## src/core/mvic_regs.svh

```systemverilog
// Register offsets, reset values and vector constants of the interrupt
// controller. Assumes a 32-bit AXI4-Lite register window of 4 words.
`ifndef MVIC_REGS_SVH
`define MVIC_REGS_SVH

// ----------------------------------------
// Register offsets (byte addresses)
// ----------------------------------------
`define MVIC_OFF_FLAG 12'h000
`define MVIC_OFF_ENABLE 12'h004
`define MVIC_OFF_LEVEL 12'h008
`define MVIC_OFF_SERVICE 12'h00C

// ----------------------------------------
// Reset values
// ----------------------------------------
`define MVIC_RST_FLAG 21'h000000
`define MVIC_RST_ENABLE 21'h000000
`define MVIC_RST_LEVEL 10'h000

// ----------------------------------------
// Service register fields
// ----------------------------------------
`define MVIC_SVC_ISR_LSB 0
`define MVIC_SVC_REQ_BIT 8
`define MVIC_SVC_LVL_LSB 12
`define MVIC_SVC_IDX_LSB 16

// ----------------------------------------
// Vector table
// ----------------------------------------
`define MVIC_VEC_BASE 20'h00003
`define MVIC_VEC_STEP 20'h00008
`define MVIC_RESP_OKAY 2'h0
`define MVIC_RESP_SLVERR 2'h2

// Source bits owned by each vector
`define MVIC_V0_SRC 21'h000001
`define MVIC_V1_SRC 21'h000002
`define MVIC_V2_SRC 21'h00001C
`define MVIC_V3_SRC 21'h0000E0
`define MVIC_V4_SRC 21'h000100
`define MVIC_V5_SRC 21'h000600
`define MVIC_V6_SRC 21'h001800
`define MVIC_V7_SRC 21'h006000
`define MVIC_V8_SRC 21'h0F8000
`define MVIC_V9_SRC 21'h100000

`endif

```

## src/core/mvic_pkg.sv

```systemverilog
// Types shared by the interrupt controller and its users.
// Assumes one system clock; constants live in mvic_regs.svh.
package mvic_pkg;

    typedef enum logic [1:0] {
        MVIC_LVL_NONE = 2'h0,
        MVIC_LVL_LOW = 2'h1,
        MVIC_LVL_HIGH = 2'h2,
        MVIC_LVL_TOP = 2'h3
    } mvic_lvl_t;

    // On-chip request sources, one cycle or level high
    typedef struct packed {
        logic timer_a_low_irq;
        logic timer_a_high_irq;
        logic timer_b_low_irq;
        logic timer_b_high_irq;
        logic base_timer_irq;
        logic sync_serial_irq;
        logic uart_rx_irq;
        logic async_sync_serial_irq;
        logic uart_tx_irq;
        logic adc_irq;
        logic timer_c_irq;
        logic timer_d_irq;
        logic pwm_chan_a_irq;
        logic pwm_chan_b_irq;
    } mvic_src_t;

    // Vector offered to the CPU core
    typedef struct packed {
        logic req;
        mvic_lvl_t lvl;
        logic [3:0] idx;
        logic [19:0] vec;
    } mvic_grant_t;

endpackage

```

## src/core/mvic_ctrl.sv

```systemverilog
// Multilevel vectored interrupt controller: 21 request flags, 10 vectors,
// three nesting levels, AXI4-Lite register slave.
// Assumes cpu_ack/cpu_ret come from the core on sys_clk; pins are async.
// Notes on behaviour
// - Three levels exist: top above high, high above low.
// - Requests at or below the level in service are refused.
// - Among pending vectors the highest level is granted.
// - At equal level the lowest vector address wins.
// - Twenty-odd sources merge onto ten vectors, 00003H upward in steps of 8.
// - Vectors three to ten take only high or low level.
`timescale 1ns/10ps
`include "mvic_regs.svh"
`default_nettype none

module mvic_ctrl
    import mvic_pkg::*;
#(
    parameter int ADDR_W = 12
) (
    input wire logic sys_clk,
    input wire logic rst_n,
    input wire logic ext_irq_a,
    input wire logic ext_irq_b,
    input wire logic ext_irq_c,
    input wire logic ext_irq_d,
    input wire logic ext_irq_e,
    input wire logic ext_irq_f,
    input wire logic port0_irq,
    input wire mvic_src_t src,
    input wire logic cpu_ack,
    input wire logic cpu_ret,
    output mvic_grant_t grant_r,
    output logic irq_r,
    input wire logic [ADDR_W-1:0] awaddr,
    input wire logic awvalid,
    output logic awready_r,
    input wire logic [31:0] wdata,
    input wire logic [3:0] wstrb,
    input wire logic wvalid,
    output logic wready_r,
    output logic [1:0] bresp_r,
    output logic bvalid_r,
    input wire logic bready,
    input wire logic [ADDR_W-1:0] araddr,
    input wire logic arvalid,
    output logic arready_r,
    output logic [31:0] rdata_r,
    output logic [1:0] rresp_r,
    output logic rvalid_r,
    input wire logic rready
);

    localparam int NSRC = 21;
    localparam int NVEC = 10;
    localparam logic [NSRC-1:0] VEC_SRC [NVEC] = '{`MVIC_V0_SRC,
        `MVIC_V1_SRC, `MVIC_V2_SRC, `MVIC_V3_SRC, `MVIC_V4_SRC,
        `MVIC_V5_SRC, `MVIC_V6_SRC, `MVIC_V7_SRC, `MVIC_V8_SRC,
        `MVIC_V9_SRC};

    logic [6:0] pin_raw, pin_s1_r, pin_s2_r, pin_s3_r, pin_st_r, pin_st_nxt;
    logic [NSRC-1:0] ev, flag_r, flag_nxt, en_r, en_nxt;
    logic [NVEC-1:0] prio_r, prio_nxt, vreq;
    logic [2:0] isr_r, isr_nxt;
    mvic_lvl_t vlvl [NVEC];
    mvic_lvl_t cur_lvl, win_lvl;
    logic [3:0] win_idx;
    mvic_grant_t grant_nxt;
    logic irq_nxt, wr_go, rd_go, wr_hit, rd_hit;
    logic [31:0] wmask, rdata_nxt;
    logic awready_nxt, wready_nxt, bvalid_nxt, arready_nxt, rvalid_nxt;
    logic [1:0] bresp_nxt, rresp_nxt;

    // ----------------------------------------
    // Pin synchronisers
    // ----------------------------------------
    // A pin level counts only once the second and third stages agree
    assign pin_raw = {port0_irq, ext_irq_f, ext_irq_d, ext_irq_e,
        ext_irq_c, ext_irq_b, ext_irq_a};

    always_comb begin
        pin_st_nxt = (pin_s2_r & pin_s3_r) |
            (pin_st_r & (pin_s2_r | pin_s3_r));
    end

    always_ff @(posedge sys_clk) begin
        if (!rst_n) begin
            pin_s1_r <= 7'h00;
            pin_s2_r <= 7'h00;
            pin_s3_r <= 7'h00;
            pin_st_r <= 7'h00;
        end else begin
            pin_s1_r <= pin_raw;
            pin_s2_r <= pin_s1_r;
            pin_s3_r <= pin_s2_r;
            pin_st_r <= pin_st_nxt;
        end
    end

    // ----------------------------------------
    // Source flags and registers
    // ----------------------------------------
    always_comb begin
        ev = '0;
        ev[0] = pin_st_nxt[0] & ~pin_st_r[0];
        ev[1] = pin_st_nxt[1] & ~pin_st_r[1];
        ev[2] = pin_st_nxt[2] & ~pin_st_r[2];
        ev[3] = src.timer_a_low_irq;
        ev[4] = pin_st_nxt[3] & ~pin_st_r[3];
        ev[5] = pin_st_nxt[4] & ~pin_st_r[4];
        ev[6] = pin_st_nxt[5] & ~pin_st_r[5];
        ev[7] = src.base_timer_irq;
        ev[8] = src.timer_a_high_irq;
        ev[9] = src.timer_b_low_irq;
        ev[10] = src.timer_b_high_irq;
        ev[11] = src.sync_serial_irq;
        ev[12] = src.uart_rx_irq;
        ev[13] = src.async_sync_serial_irq;
        ev[14] = src.uart_tx_irq;
        ev[15] = src.adc_irq;
        ev[16] = src.timer_c_irq;
        ev[17] = src.timer_d_irq;
        ev[18] = src.pwm_chan_a_irq;
        ev[19] = src.pwm_chan_b_irq;
        ev[20] = pin_st_nxt[6] & ~pin_st_r[6];
    end

    assign wr_go = awvalid & awready_r & wvalid & wready_r;
    assign rd_go = arvalid & arready_r;
    assign wmask = {{8{wstrb[3]}}, {8{wstrb[2]}}, {8{wstrb[1]}},
        {8{wstrb[0]}}};

    always_comb begin
        flag_nxt = flag_r;
        en_nxt = en_r;
        prio_nxt = prio_r;
        if (wr_go && awaddr == `MVIC_OFF_FLAG) begin
            flag_nxt = flag_r & ~(wdata[NSRC-1:0] & wmask[NSRC-1:0]);
        end
        if (wr_go && awaddr == `MVIC_OFF_ENABLE) begin
            en_nxt = (en_r & ~wmask[NSRC-1:0]) |
                (wdata[NSRC-1:0] & wmask[NSRC-1:0]);
        end
        if (wr_go && awaddr == `MVIC_OFF_LEVEL) begin
            prio_nxt = (prio_r & ~wmask[NVEC-1:0]) |
                (wdata[NVEC-1:0] & wmask[NVEC-1:0]);
        end
        // A new event beats a clear in the same cycle
        flag_nxt = flag_nxt | ev;
        irq_nxt = |(flag_nxt & en_nxt);
    end

    always_ff @(posedge sys_clk) begin
        if (!rst_n) begin
            flag_r <= `MVIC_RST_FLAG;
            en_r <= `MVIC_RST_ENABLE;
            prio_r <= `MVIC_RST_LEVEL;
            irq_r <= 1'b0;
        end else begin
            flag_r <= flag_nxt;
            en_r <= en_nxt;
            prio_r <= prio_nxt;
            irq_r <= irq_nxt;
        end
    end

    // ----------------------------------------
    // Nesting and arbitration
    // ----------------------------------------
    always_comb begin
        isr_nxt = isr_r;
        // Return is applied first so ret and ack may share a cycle
        if (cpu_ret) begin
            if (isr_r[2]) isr_nxt[2] = 1'b0;
            else if (isr_r[1]) isr_nxt[1] = 1'b0;
            else isr_nxt[0] = 1'b0;
        end
        if (cpu_ack && grant_r.req) begin
            unique case (grant_r.lvl)
                MVIC_LVL_TOP: isr_nxt[2] = 1'b1;
                MVIC_LVL_HIGH: isr_nxt[1] = 1'b1;
                default: isr_nxt[0] = 1'b1;
            endcase
        end
        if (isr_nxt[2]) cur_lvl = MVIC_LVL_TOP;
        else if (isr_nxt[1]) cur_lvl = MVIC_LVL_HIGH;
        else if (isr_nxt[0]) cur_lvl = MVIC_LVL_LOW;
        else cur_lvl = MVIC_LVL_NONE;
    end

    genvar gv;
    generate
        for (gv = 0; gv < NVEC; gv++) begin : g_vec
            assign vreq[gv] = |(flag_r & en_r & VEC_SRC[gv]);
            // First two vectors climb to top, the rest to high
            assign vlvl[gv] = !vreq[gv] ? MVIC_LVL_NONE :
                !prio_r[gv] ? MVIC_LVL_LOW :
                (gv < 2) ? MVIC_LVL_TOP : MVIC_LVL_HIGH;
        end
    endgenerate

    always_comb begin
        win_lvl = MVIC_LVL_NONE;
        win_idx = 4'h0;
        // Downward walk with >= leaves the lowest index on a tie
        for (int v = NVEC - 1; v >= 0; v--) begin
            if (vlvl[v] > cur_lvl && vlvl[v] >= win_lvl &&
                vlvl[v] != MVIC_LVL_NONE) begin
                win_lvl = vlvl[v];
                win_idx = 4'(v);
            end
        end
        grant_nxt.req = (win_lvl != MVIC_LVL_NONE);
        grant_nxt.lvl = win_lvl;
        grant_nxt.idx = win_idx;
        grant_nxt.vec = `MVIC_VEC_BASE + {13'h0000, win_idx, 3'h0};
    end

    always_ff @(posedge sys_clk) begin
        if (!rst_n) begin
            isr_r <= 3'h0;
            grant_r <= '0;
        end else begin
            isr_r <= isr_nxt;
            grant_r <= grant_nxt;
        end
    end

    // ----------------------------------------
    // AXI4-Lite slave
    // ----------------------------------------
    assign wr_hit = awaddr == `MVIC_OFF_FLAG || awaddr == `MVIC_OFF_ENABLE ||
        awaddr == `MVIC_OFF_LEVEL || awaddr == `MVIC_OFF_SERVICE;
    assign rd_hit = araddr == `MVIC_OFF_FLAG || araddr == `MVIC_OFF_ENABLE ||
        araddr == `MVIC_OFF_LEVEL || araddr == `MVIC_OFF_SERVICE;

    always_comb begin
        // Address and data are taken together, one write in flight
        awready_nxt = awvalid & wvalid & ~awready_r & ~bvalid_r;
        wready_nxt = awready_nxt;
        bvalid_nxt = bvalid_r & ~bready;
        bresp_nxt = bresp_r;
        if (wr_go) begin
            bvalid_nxt = 1'b1;
            bresp_nxt = wr_hit ? `MVIC_RESP_OKAY : `MVIC_RESP_SLVERR;
        end
        arready_nxt = arvalid & ~arready_r & ~rvalid_r;
        rvalid_nxt = rvalid_r & ~rready;
        rresp_nxt = rresp_r;
        rdata_nxt = rdata_r;
        if (rd_go) begin
            rvalid_nxt = 1'b1;
            rresp_nxt = rd_hit ? `MVIC_RESP_OKAY : `MVIC_RESP_SLVERR;
            rdata_nxt = 32'h00000000;
            if (araddr == `MVIC_OFF_FLAG) rdata_nxt[NSRC-1:0] = flag_r;
            if (araddr == `MVIC_OFF_ENABLE) rdata_nxt[NSRC-1:0] = en_r;
            if (araddr == `MVIC_OFF_LEVEL) rdata_nxt[NVEC-1:0] = prio_r;
            if (araddr == `MVIC_OFF_SERVICE) begin
                rdata_nxt[`MVIC_SVC_ISR_LSB +: 3] = isr_r;
                rdata_nxt[`MVIC_SVC_REQ_BIT] = grant_r.req;
                rdata_nxt[`MVIC_SVC_LVL_LSB +: 2] = grant_r.lvl;
                rdata_nxt[`MVIC_SVC_IDX_LSB +: 4] = grant_r.idx;
            end
        end
    end

    always_ff @(posedge sys_clk) begin
        if (!rst_n) begin
            awready_r <= 1'b0;
            wready_r <= 1'b0;
            bvalid_r <= 1'b0;
            bresp_r <= 2'h0;
            arready_r <= 1'b0;
            rvalid_r <= 1'b0;
            rresp_r <= 2'h0;
            rdata_r <= 32'h00000000;
        end else begin
            awready_r <= awready_nxt;
            wready_r <= wready_nxt;
            bvalid_r <= bvalid_nxt;
            bresp_r <= bresp_nxt;
            arready_r <= arready_nxt;
            rvalid_r <= rvalid_nxt;
            rresp_r <= rresp_nxt;
            rdata_r <= rdata_nxt;
        end
    end

    // ----------------------------------------
    // Checks
    // ----------------------------------------
    mvic_lvl_t top_seen;
    logic [3:0] low_seen;
    logic [NVEC-1:0] vreq_q;

    always_comb begin
        top_seen = MVIC_LVL_NONE;
        low_seen = 4'h0;
        for (int v = 0; v < NVEC; v++) begin
            if (vlvl[v] > cur_lvl && vlvl[v] > top_seen) begin
                top_seen = vlvl[v];
                low_seen = 4'(v);
            end
        end
    end

    always_ff @(posedge sys_clk) begin
        vreq_q <= vreq;
    end
endmodule

`default_nettype wire

```

## config.mk

```make
export PLATFORM = sky130hd
export DESIGN_NAME = mvic_ctrl
export DESIGN_NICKNAME = d
export VERILOG_FILES = /design/src/core/mvic_pkg.sv /design/src/core/mvic_ctrl.sv
export VERILOG_INCLUDE_DIRS = /design/src /design/src/core
export SDC_FILE = /design/constraint.sdc
export NUM_CORES = 1
export LEC_CHECK = 0
export BUFFER_PORTS_ARGS = -buffer_cell sky130_fd_sc_hd__buf_2
export CORE_MARGIN = 2
export CORE_UTILIZATION = 48
export CTS_CLUSTER_DIAMETER = 200
export DETAILED_ROUTE_END_ITERATION = 8
export PLACE_DENSITY = 0.79
export RECOVER_POWER = 25
export SYNTH_ARGS = -nofsm -noshare
export SYNTH_HDL_FRONTEND = slang
export SYNTH_SLANG_ARGS = --single-unit
```

## constraint.sdc

```tcl
create_clock -name sys_clk -period 11.4 [get_ports sys_clk]
set_input_delay 0 -clock sys_clk [delete_from_list [all_inputs] [get_ports sys_clk]]
set_output_delay 0 -clock sys_clk [all_outputs]
set_load 0.05 [all_outputs]
```

== After elaboration in Yosys (flattened, before gate mapping) ==
Cells that the tools add are included.

* Add/subtract/negate cells: 1
* Multiply operators: 0
* Div/mod/pow operators: 0
* $lt $le $gt $ge: 20
* Eq/ne operators: 8
* Shift-type cells: 0
* Muxes and demuxes: 63
* Bitwise logic cells: 48
* Reduce and logical (&&, ||, !) cells: 51

{| class="wikitable"
|+ Operators by type and width
! cell !! number
|-
| 21-bit AND || 5
|-
| 21-bit two-way mux || 4
|-
| 2-bit two-way mux || 36
|-
| 12-bit by 4-bit equality test with 1-bit output (second input constant) || 4
|-
| 4-bit two-way mux || 11
|-
| 21-bit inverter || 2
|-
| 21-bit OR || 2
|-
| 12-bit by 3-bit equality test with 1-bit output (second input constant) || 2
|-
| 1-bit logical AND || 24
|-
| 12-bit logical NOT || 2
|-
| 2-bit nonzero test || 11
|-
| 21-bit OR reduction || 1
|-
| 10-bit AND || 2
|-
| 2-bit > comparator || 10
|-
| 1-bit AND || 18
|-
| 2-bit >= comparator || 9
|-
| 7-bit AND || 2
|-
| 7-bit OR || 2
|-
| 1-bit inverter || 13
|-
| 10-bit two-way mux || 1
|-
| 10-bit inverter || 1
|-
| 10-bit OR || 1
|-
| 3-bit two-way mux || 3
|-
| 2-bit by 7-bit adder with 8-bit output (first input constant) || 1
|-
| 7 further kinds || 24
|}

* Register bits: 140
* Latch bits: 0
* Bits in writable memories: 0
* Memory bits (read-only): 0
* Bits of input ports: 90
* Output and inout port bits: 69
* Word-level logic and storage cells: 211
* Memories kept: 0

== Longest topological paths before layout ==
Gate-level depths: netlist (run 1).

* Word-level depth: 49
* Mapped depth: 66
* Depth with buffers taken out: 66

== Worst setup path after synthesis (run 1) ==
OpenSTA, ideal clock, no wires.

* Kind: reg-to-reg
* From: reg grant_r[26] in the netlist's numbering
* To: reg grant_r[22] in the netlist's numbering
* Setup time: 0.119 ns
* Arrival: 12.110 ns
* Data required time: 11.281 ns
* Path slack: -0.829 ns
* Stages on the path, launching flop included: 61
* Path buffers: 0
* Clock period less this slack: 12.229 ns
* Cell sequence: dfxtp_1 -> a31oi_1 -> ha_1 -> nand2b_1 -> a221oi_2 -> nor2b_1 -> ha_1 -> nand2b_1 -> a21oi_1 -> nor3_2 -> mux2_2 -> ha_1 -> nand2b_1 -> a21oi_1 -> nor3_1 -> nor2_1 -> nor2_1 -> ha_1 -> (+25 left out) -> nand2b_1 -> a21oi_1 -> a2111oi_2 -> nor2_1 -> nand2_1 -> o211a_2 -> inv_2 -> ha_1 -> nand2b_1 -> a21oi_1 -> a2111oi_0 -> mux2_2 -> ha_1 -> a21oi_1 -> a2111oi_0 -> nor2_1 -> nand3_1 -> nor2_1

* Longest elaborated chain between the ends: 45
* Elaborated cells between the ends (all ways): 62
* Classes of those cells: order compare (19); mux (22); reduce/logical (21)

{| class="wikitable"
|+ Ends and longest elaborated chain
! item !! line !! source
|-
| from (decl) || mvic_ctrl.sv:32 || <nowiki>output mvic_grant_t grant_r,</nowiki>
|-
| from (signal assigned) || mvic_ctrl.sv:224 || <nowiki>grant_r <= grant_nxt;</nowiki>
|-
| 1-bit logical AND (*) || mvic_ctrl.sv:177 || <nowiki>if (cpu_ack && grant_r.req) begin</nowiki>
|-
| 3-bit two-way mux (*) || mvic_ctrl.sv:177 ||
|-
| 1-bit two-way mux || mvic_ctrl.sv:186 || <nowiki>else if (isr_nxt[0]) cur_lvl = MVIC_LVL_LOW;</nowiki>
|-
| 2-bit two-way mux || mvic_ctrl.sv:185 || <nowiki>else if (isr_nxt[1]) cur_lvl = MVIC_LVL_HIGH;</nowiki>
|-
| 2-bit two-way mux (*) || mvic_ctrl.sv:184 || <nowiki>if (isr_nxt[2]) cur_lvl = MVIC_LVL_TOP;</nowiki>
|-
| 2-bit > comparator || -- ||
|-
| 1-bit logical AND (2 in a row) || mvic_ctrl.sv:206 || <nowiki>if (vlvl[v] > cur_lvl && vlvl[v] >= win_lvl &&</nowiki>
|-
| 2-bit two-way mux || mvic_ctrl.sv:206 ||
|-
| (+25 left out) || -- ||
|-
| 1-bit logical AND (2 in a row) || mvic_ctrl.sv:206 ||
|-
| 2-bit two-way mux || mvic_ctrl.sv:206 ||
|-
| 2-bit >= comparator || mvic_ctrl.sv:206 ||
|-
| 1-bit logical AND (2 in a row) || mvic_ctrl.sv:206 ||
|-
| 2-bit two-way mux || mvic_ctrl.sv:206 ||
|-
| 2-bit >= comparator || mvic_ctrl.sv:206 ||
|-
| 1-bit logical AND (2 in a row) || mvic_ctrl.sv:206 ||
|-
| 4-bit two-way mux (*) || mvic_ctrl.sv:206 ||
|}

Every way passes the cells marked *; elsewhere a longest branch is shown, timed or not.
A chain may end at the register's enable or synchronous reset.

== Worst setup path after layout (run 1) ==
* From: reg isr_r[2]
* To: reg grant_r[6] in the netlist's numbering

* Longest elaborated chain between the ends: 48
* Elaborated cells between the ends (all ways): 68
* Classes of those cells: add/sub (1); order compare (19); mux (28); reduce/logical (20)

{| class="wikitable"
|+ Ends and longest elaborated chain
! item !! line !! source
|-
| from (decl) || mvic_ctrl.sv:63 || <nowiki>logic [2:0] isr_r, isr_nxt;</nowiki>
|-
| from (signal assigned) || mvic_ctrl.sv:223 || <nowiki>isr_r <= isr_nxt;</nowiki>
|-
| 2-bit two-way mux || mvic_ctrl.sv:173 || <nowiki>if (isr_r[2]) isr_nxt[2] = 1'b0;</nowiki>
|-
| 3-bit two-way mux (*) || mvic_ctrl.sv:172 || <nowiki>if (cpu_ret) begin</nowiki>
|-
| 1-bit two-way mux || mvic_ctrl.sv:178 || <nowiki>unique case (grant_r.lvl)</nowiki>
|-
| 3-bit two-way mux (*) || mvic_ctrl.sv:177 ||
|-
| 1-bit two-way mux || mvic_ctrl.sv:186 ||
|-
| 2-bit two-way mux || mvic_ctrl.sv:185 ||
|-
| 2-bit two-way mux (*) || mvic_ctrl.sv:184 ||
|-
| 2-bit > comparator || -- ||
|-
| (+30 left out) || -- ||
|-
| 2-bit two-way mux || mvic_ctrl.sv:206 ||
|-
| 2-bit >= comparator || mvic_ctrl.sv:206 ||
|-
| 1-bit logical AND (2 in a row) || mvic_ctrl.sv:206 ||
|-
| 2-bit two-way mux || mvic_ctrl.sv:206 ||
|-
| 2-bit >= comparator || mvic_ctrl.sv:206 ||
|-
| 1-bit logical AND (2 in a row) || mvic_ctrl.sv:206 ||
|-
| 4-bit two-way mux (*) || mvic_ctrl.sv:206 ||
|-
| 2-bit by 7-bit adder with 8-bit output (no source line) (*) || -- ||
|}

Marks and branches as above.

==> impl_metrics.json, run 1 <==
{
  "vias": 6478,
  "firstDrtPassIters": 7,
  "cts_tree": "built",
  "drt-total-wl_mm": 21.1,
  "dp.final_hpwl_mm": 12.0,
  "reg2reg_depth": 66,
  "worst_slew_pin_slew_ps": 1130,
  "ys_seq_elements": 119,
  "endpoint_kind": "register",
  "rsz0062_at_grt": "yes",
  "track_usage_pct": 27.8,
  "r2r_start": "isr_r[2]$_SDFF_PN0_",
  "slew_headroom_pct": 23.9,
  "clk_latency_ps": 410,
  "place_congestion": 0.886,
  "worst_hold_slack_ps": 30.0,
  "hp-start": "wvalid",
  "fmax_mhz": 88.5,
  "p_per_area_nw_per_um2": 122,
  "startpoint_type": "register",
  "overflow": 0,
  "tns_ps": 0,
  "htreeDepth": 4,
  "clk_pin_slew_worst_paths_ps": 50,
  "place_area_sq_um": 6940,
  "yosysSeqAreaShare_pct": 38.2,
  "worst_clock_skew_ps": 6.21,
  "post-route-cell-area_sq_um": 8770,
  "cp_slowest_cell": "ha_1",
  "whs_endpoint": "bvalid_r$_SDFF_PN0_",
  "cts_num_sinks": 119,
  "antenna_left": 0,
  "critPathMaxFanout": 4,
  "die_h_um": 118,
  "cts_root_buffer": "clkbuf_16",
  "drv_slew": 0,
  "yosys.area.top_type": "dfxtp_1",
  "finalHoldViolCount": 0,
  "synth_top_cells_by_area": "dfxtp_1 38%, ha_1 7.6%, mux2i_1 7.4%",
  "async_flop_share_pct": 0,
  "route.detailed.drc": 0,
  "routedWlPerCell_um": 18.8,
  "path_class": "register to register",
  "final_core_util_pct": 69.2,
  "p_total_mw": 1.07,
  "whs_path_depth": 4,
  "grt_pass1_wl_mm": 30.7,
  "antenna_found_initial": 0,
  "p_leak_nw": 3.65,
  "finalCriticalPeriod_ps": 11300,
  "ys_types": 59,
  "placement_rows": 41,
  "required_ps": 11740,
  "status": "completed",
  "drive_above_1_share_pct": 28.7,
  "yosys-top-cells-count": "119 x dfxtp_1, 79 x nor2_1, 74 x a21oi_1",
  "die_area_sq_um": 13900,
  "synth.most_common_cell": "dfxtp_1",
  "n_antenna_cell": 0,
  "cts.path.max_buffers": 2,
  "grt_max_degree": 85,
  "drt_iter0_drc": 1006,
  "final.period_utilization_pct": 99.1,
  "maxCapViolations": 0,
  "synth_edf_count": 0,
  "yosys_warnings": 0,
  "area_growth_pct": 40.7,
  "grt_pass1_vias": 6064,
  "die_w_um": 118,
  "syn_area_sq_um": 6230,
  "cts_buffers": 17,
  "syn_area_per_cell_sq_um": 8.44,
  "synth_top_area_share_pct": 38.2,
  "start_util_pct": 49.2,
  "synthFlopType": "dfxtp_1",
  "setup_viol_count_final": 0,
  "io_pins": 159,
  "final_nets": 1065,
  "ff2ff_setup_slack_ps": 100,
  "arrival_ps": 11640,
  "hold_class": "input port to register",
  "critPathMaxStageDelay_ps": 390,
  "timing.rr.end": "grant_r[6]$_SDFF_PP0_",
  "ir_drop_mv": 0.123,
  "io_buffers": 119,
  "syn_inst": 739,
  "coreArea_sq_um": 12700,
  "viasPerCell": 5.78
}
## sequential cells by signal, indices dropped and copies added (netlist names), named ones only
register	flops
pin_s2_r	7
grant_r	8
pin_st_r	7
irq_r	1
isr_r	3
pin_s3_r	7
bresp_r	1
rdata_r	21
flag_r	21
rresp_r	1
pin_s1_r	7
bvalid_r	1
en_r	21
arready_r	1
rvalid_r	1
wready_r	1
## cells in the final DEF, fill, tap and decap left out, drive strengths merged, types with 3 or more instances in the layout
cell	n
nor2b	11
a221oi	5
or2	7
ha	38
o21ai	30
a21oi	74
mux2	3
mux2i	46
conb	27
and2	24
nand2	72
a31oi	5
nor2	79
a222oi	3
buf	157
a2111oi	5
bufinv	3
nor3	15
and3	11
nand4	21
dlygate4sd3	63
nand3	22
inv	19
clkinv	6
clkbuf	22
nand2b	17
dfxtp	119
o22ai	11
nor4	7
## final cells by class
cell class	count	area, sq um
clock buffer	22	474
clock inverter	9	124
fill	922	3900
inverter	19	73.8
multi-input combinational	560	3980
sequential	119	2390
tap	172	215
timing repair buffer	220	1520
## routing by layer
metal	vias up	GRT usage, %	share of wire, %	wire, um
met5	-	0	0	0
met4	0	14.1	5.5	1160
met3	115	8.28	9.1	1910
met2	437	45.2	48	10000
met1	2977	33.1	38	7990
li1	2949	-	-	-
## critical path, delay by kind of cell (launching register included)
| kind | cells | cell delay [ps] |
|---|---|---|
| mux | 3 | 740 |
| compound gates | 23 | 3540 |
| flops | 1 | 340 |
| fa+ha+maj | 10 | 2730 |
| buf+inv | 9 | 1000 |
| simple gates | 21 | 2830 |
## cells by family (layout without fill, tap and decap cells)
group                    Yosys count  after routing  synth area share, %
AND/OR/NAND/NOR                  294            294                 23.2
AO/OA/AOI/OAI                    152            152                 15.6
adder cells (fa/ha/maj)           38             38                 7.63
multiplexers                      49             49                 7.99
buffers and inverters             86            270                 7.33
other                              1             27               0.0602
flip-flops                       119            119                 38.2
## how the worst max path moves through the flow
stage	slack, ps	cells after the start	start	endpoint
floorplan	2	61	grant_r[26]$_SDFF_PN0_	grant_r[22]$_SDFF_PP0_
global placement	50	64	isr_r[2]$_SDFF_PN0_	grant_r[6]$_SDFF_PP0_
detailed placement	-280	64	isr_r[2]$_SDFF_PN0_	grant_r[6]$_SDFF_PP0_
CTS	20	65	isr_r[2]$_SDFF_PN0_	grant_r[25]$_SDFF_PN0_
global route	-430	67	isr_r[2]$_SDFF_PN0_	grant_r[6]$_SDFF_PP0_
finish	100	66	isr_r[2]$_SDFF_PN0_	grant_r[6]$_SDFF_PP0_
## per-stage QoR
step,setup slack [ps],instances
2_1_floorplan,2.43,765
3_3_place_gp,51.3,1009
3_5_place_dp,-281,1009
4_1_cts,17.8,1116
5_1_grt,-433,1121
6_report,97.8,1121
## power by group
part	leakage, nW	internal, mW	switching, mW	total (mW)
Clock	0.299	0.358	0.184	0.542
Sequential	0.971	0.425	0.00605	0.431
Combinational	2.38	0.0351	0.0627	0.0977
## timing repair
action | CTS | global route
endpoints found under the hold margin | 64 | 0
hold buffers | 63 | 0
setup endpoints to repair | 7 | 7
pin swaps | 21 | 32
buffers inserted | 13 | 6
gates resized for setup | 30 | 51
Note: power is estimated with default switching activity, not from simulation.
==> run 2: changes to the inputs <==
--- a/config.mk
+++ b/config.mk
@@ -8,11 +8,14 @@
 export LEC_CHECK = 0
 export BUFFER_PORTS_ARGS = -buffer_cell sky130_fd_sc_hd__buf_2
 export CORE_MARGIN = 2
-export CORE_UTILIZATION = 48
+export CORE_UTILIZATION = 50
+export CTS_BUF_LIST = sky130_fd_sc_hd__clkbuf_8
 export CTS_CLUSTER_DIAMETER = 200
 export DETAILED_ROUTE_END_ITERATION = 8
-export PLACE_DENSITY = 0.79
+export HOLD_SLACK_MARGIN = 0.03
+export PLACE_DENSITY = 0.82
 export RECOVER_POWER = 25
+export SETUP_SLACK_MARGIN = 0.5
 export SYNTH_ARGS = -nofsm -noshare
 export SYNTH_HDL_FRONTEND = slang
 export SYNTH_SLANG_ARGS = --single-unit
==> run 2 against run 1 <==
Effect of this change: the run now ends with negative setup slack left; sequential share of layout area down 0.057 points; sequential power is essentially flat; global-route usage grew 3.4 points; sequential cell count unchanged; final area increased by 0.47%; setup slack lost 570 ps; clock skew rose by 4.9 ps; largest cell class unchanged; via count rose by 5.2%.
==> impl_metrics.json, run 2 (same netlist as run 1, synthesis figures left out) <==
{
  "worst_slew_pin_slew_ps": 907,
  "most-common-layout-cells": "119 x buf_2, 115 x dfxtp_1, 74 x nor2_1",
  "finalHoldViolCount": 0,
  "n_fill_cell": 838,
  "cts_root_buffer": "clkbuf_8",
  "track_usage_pct": 31.1,
  "antenna_found_initial": 0,
  "whs_endpoint": "isr_r[0]$_SDFF_PN0_",
  "endpoint_kind": "register",
  "grt_pass1_vias": 6341,
  "hp-start": "cpu_ack",
  "io_buffers": 119,
  "finalCriticalPeriod_ps": 11870,
  "rsz0062_at_grt": "yes",
  "cts_buffers": 17,
  "timing.rr.end": "grant_r[6]$_SDFF_PP0_",
  "p_per_area_nw_per_um2": 98.8,
  "violations": "negative setup slack",
  "cp_slowest_cell": "dfxtp_1",
  "p_leak_nw": 3.68,
  "hold_class": "input port to register",
  "clk_latency_ps": 450,
  "final-seq-area_sq_um": 2390,
  "routedWlPerCell_um": 19.5,
  "path_depth": 66,
  "vias": 6812,
  "required_ps": 11760,
  "r2r_start": "flag_r[20]$_SDFF_PN0_",
  "ir_drop_mv": 0.147,
  "htreeDepth": 4,
  "final_nets": 1091,
  "viasPerCell": 5.96,
  "placement_rows": 40,
  "whs_path_depth": 4,
  "worst_clock_skew_ps": 11.1,
  "status": "finished, violations left",
  "place_congestion": 0.840,
  "final.period_utilization_pct": 104,
  "firstDrtPassIters": 7,
  "start_util_pct": 51.5,
  "drv_slew": 0,
  "area_growth_pct": 41.3,
  "reg2reg_depth": 66,
  "overflow": 0,
  "multi_input_area_sq_um": 4070,
  "setup_slack_ps": -472,
  "antenna_left": 0,
  "cts.path.max_buffers": 2,
  "final_common_cell": "buf_2",
  "maxCapViolations": 0,
  "critical_path.top_delay_family": "simple AND/OR/NAND/NOR gates",
  "dp.final_hpwl_mm": 12.0,
  "io_pins": 159,
  "final_core_util_pct": 72.7,
  "critPathMaxFanout": 4,
  "drt_iter0_drc": 1082,
  "path_class": "register to register",
  "worst_hold_slack_ps": 45.2,
  "ff2ff_setup_slack_ps": -470,
  "reg_top3": "en_r: 21 flops, flag_r: 21 flops, rdata_r: 21 flops",
  "grt_pass1_wl_mm": 32.3,
  "setup_viol_count_final": 7,
  "slew_headroom_pct": 39.4,
  "die_h_um": 116,
  "route.detailed.drc": 0,
  "cpMostUsedCell": "nand2b_4",
  "die_w_um": 116,
  "coreArea_sq_um": 12100,
  "clk_pin_slew_worst_paths_ps": 80,
  "tns_ps": -2400,
  "drive_above_1_share_pct": 30.4,
  "arrival_ps": 12230,
  "die_area_sq_um": 13400,
  "n_antenna_cell": 0,
  "cts_num_sinks": 119,
  "drt-total-wl_mm": 22.3,
  "critPathMaxStageDelay_ps": 440,
  "startpoint_type": "register",
  "cp_num_buf_inv": 8,
  "fmax_mhz": 84.2,
  "grt_max_degree": 63,
  "cts_tree": "built"
}
[run 2: cell count changes in the layout (fill, tap and decap cells not counted), sizes merged]
cell,previous run,this run
buf,157,178
dlygate4sd3,63,68
inv,19,24
clkbuf,22,18
bufinv,3,1
clkinvlp,0,1
[run 2: how the worst max path moves through the flow]
stage | start | end | slack, ps
after detailed placement | isr_r[2]$_SDFF_PN0_ | grant_r[6]$_SDFF_PP0_ | -120
final | flag_r[20]$_SDFF_PN0_ | grant_r[6]$_SDFF_PP0_ | -470
after floorplan | isr_r[2]$_SDFF_PN0_ | grant_r[22]$_SDFF_PP0_ | 510
after global placement | isr_r[2]$_SDFF_PN0_ | grant_r[6]$_SDFF_PP0_ | 200
after global routing | flag_r[20]$_SDFF_PN0_ | grant_r[6]$_SDFF_PP0_ | -720
after CTS | isr_r[2]$_SDFF_PN0_ | grant_r[25]$_SDFF_PN0_ | 370
[run 2: timing repair]
item                       4_1_cts  5_1_grt
resized for setup               41       21
pin swaps                       36       37
setup endpoints to repair        7        7
hold buffers                    68        0
buffers inserted                25       13
hold endpoints to repair        66        0
[run 2: worst min-delay path: stages]
cell,delay [ps]
buf_2,130
nand2_1,70
o21ai_1,70
and2_1,160
[run 2: final cells by class]
type                    count  area share [%]
multi-input cells         560            46.2
flip-flops and latches    119            27.2
repair buffers            246            19.5
clock buffers              18            2.81
well taps                 168            2.39
clock inverters            13            1.05
inverters                  19           0.838
[run 2: report_power, final]
part,switching [mW],internal (mW)
logic,0.0636,0.0356
registers,0.00588,0.423
clock network,0.171,0.171
[run 2: metal layers]
| layer | vias to the layer above | routed length [um] | track usage [%] |
|---|---|---|---|
| li1 | 3001 | - | - |
| met1 | 3135 | 8140 | 37.1 |
| met2 | 524 | 10500 | 52.5 |
| met3 | 152 | 2260 | 8.00 |
| met4 | 0 | 1370 | 14.7 |
| met5 | - | 0 | 0 |
[run 2: through the flow]
stage / instance area, sq um / total power, mW / setup slack, ps / std cells
2_1_floorplan: 6520 / 0.495 / 510 / 765
3_3_place_gp: 7100 / 0.512 / 197 / 1006
3_5_place_dp: 7100 / 0.513 / -118 / 1006
4_1_cts: 8590 / 0.859 / 366 / 1130
5_1_grt: 8810 / 0.895 / -720 / 1143
6_report: 8810 / 0.871 / -472 / 1143
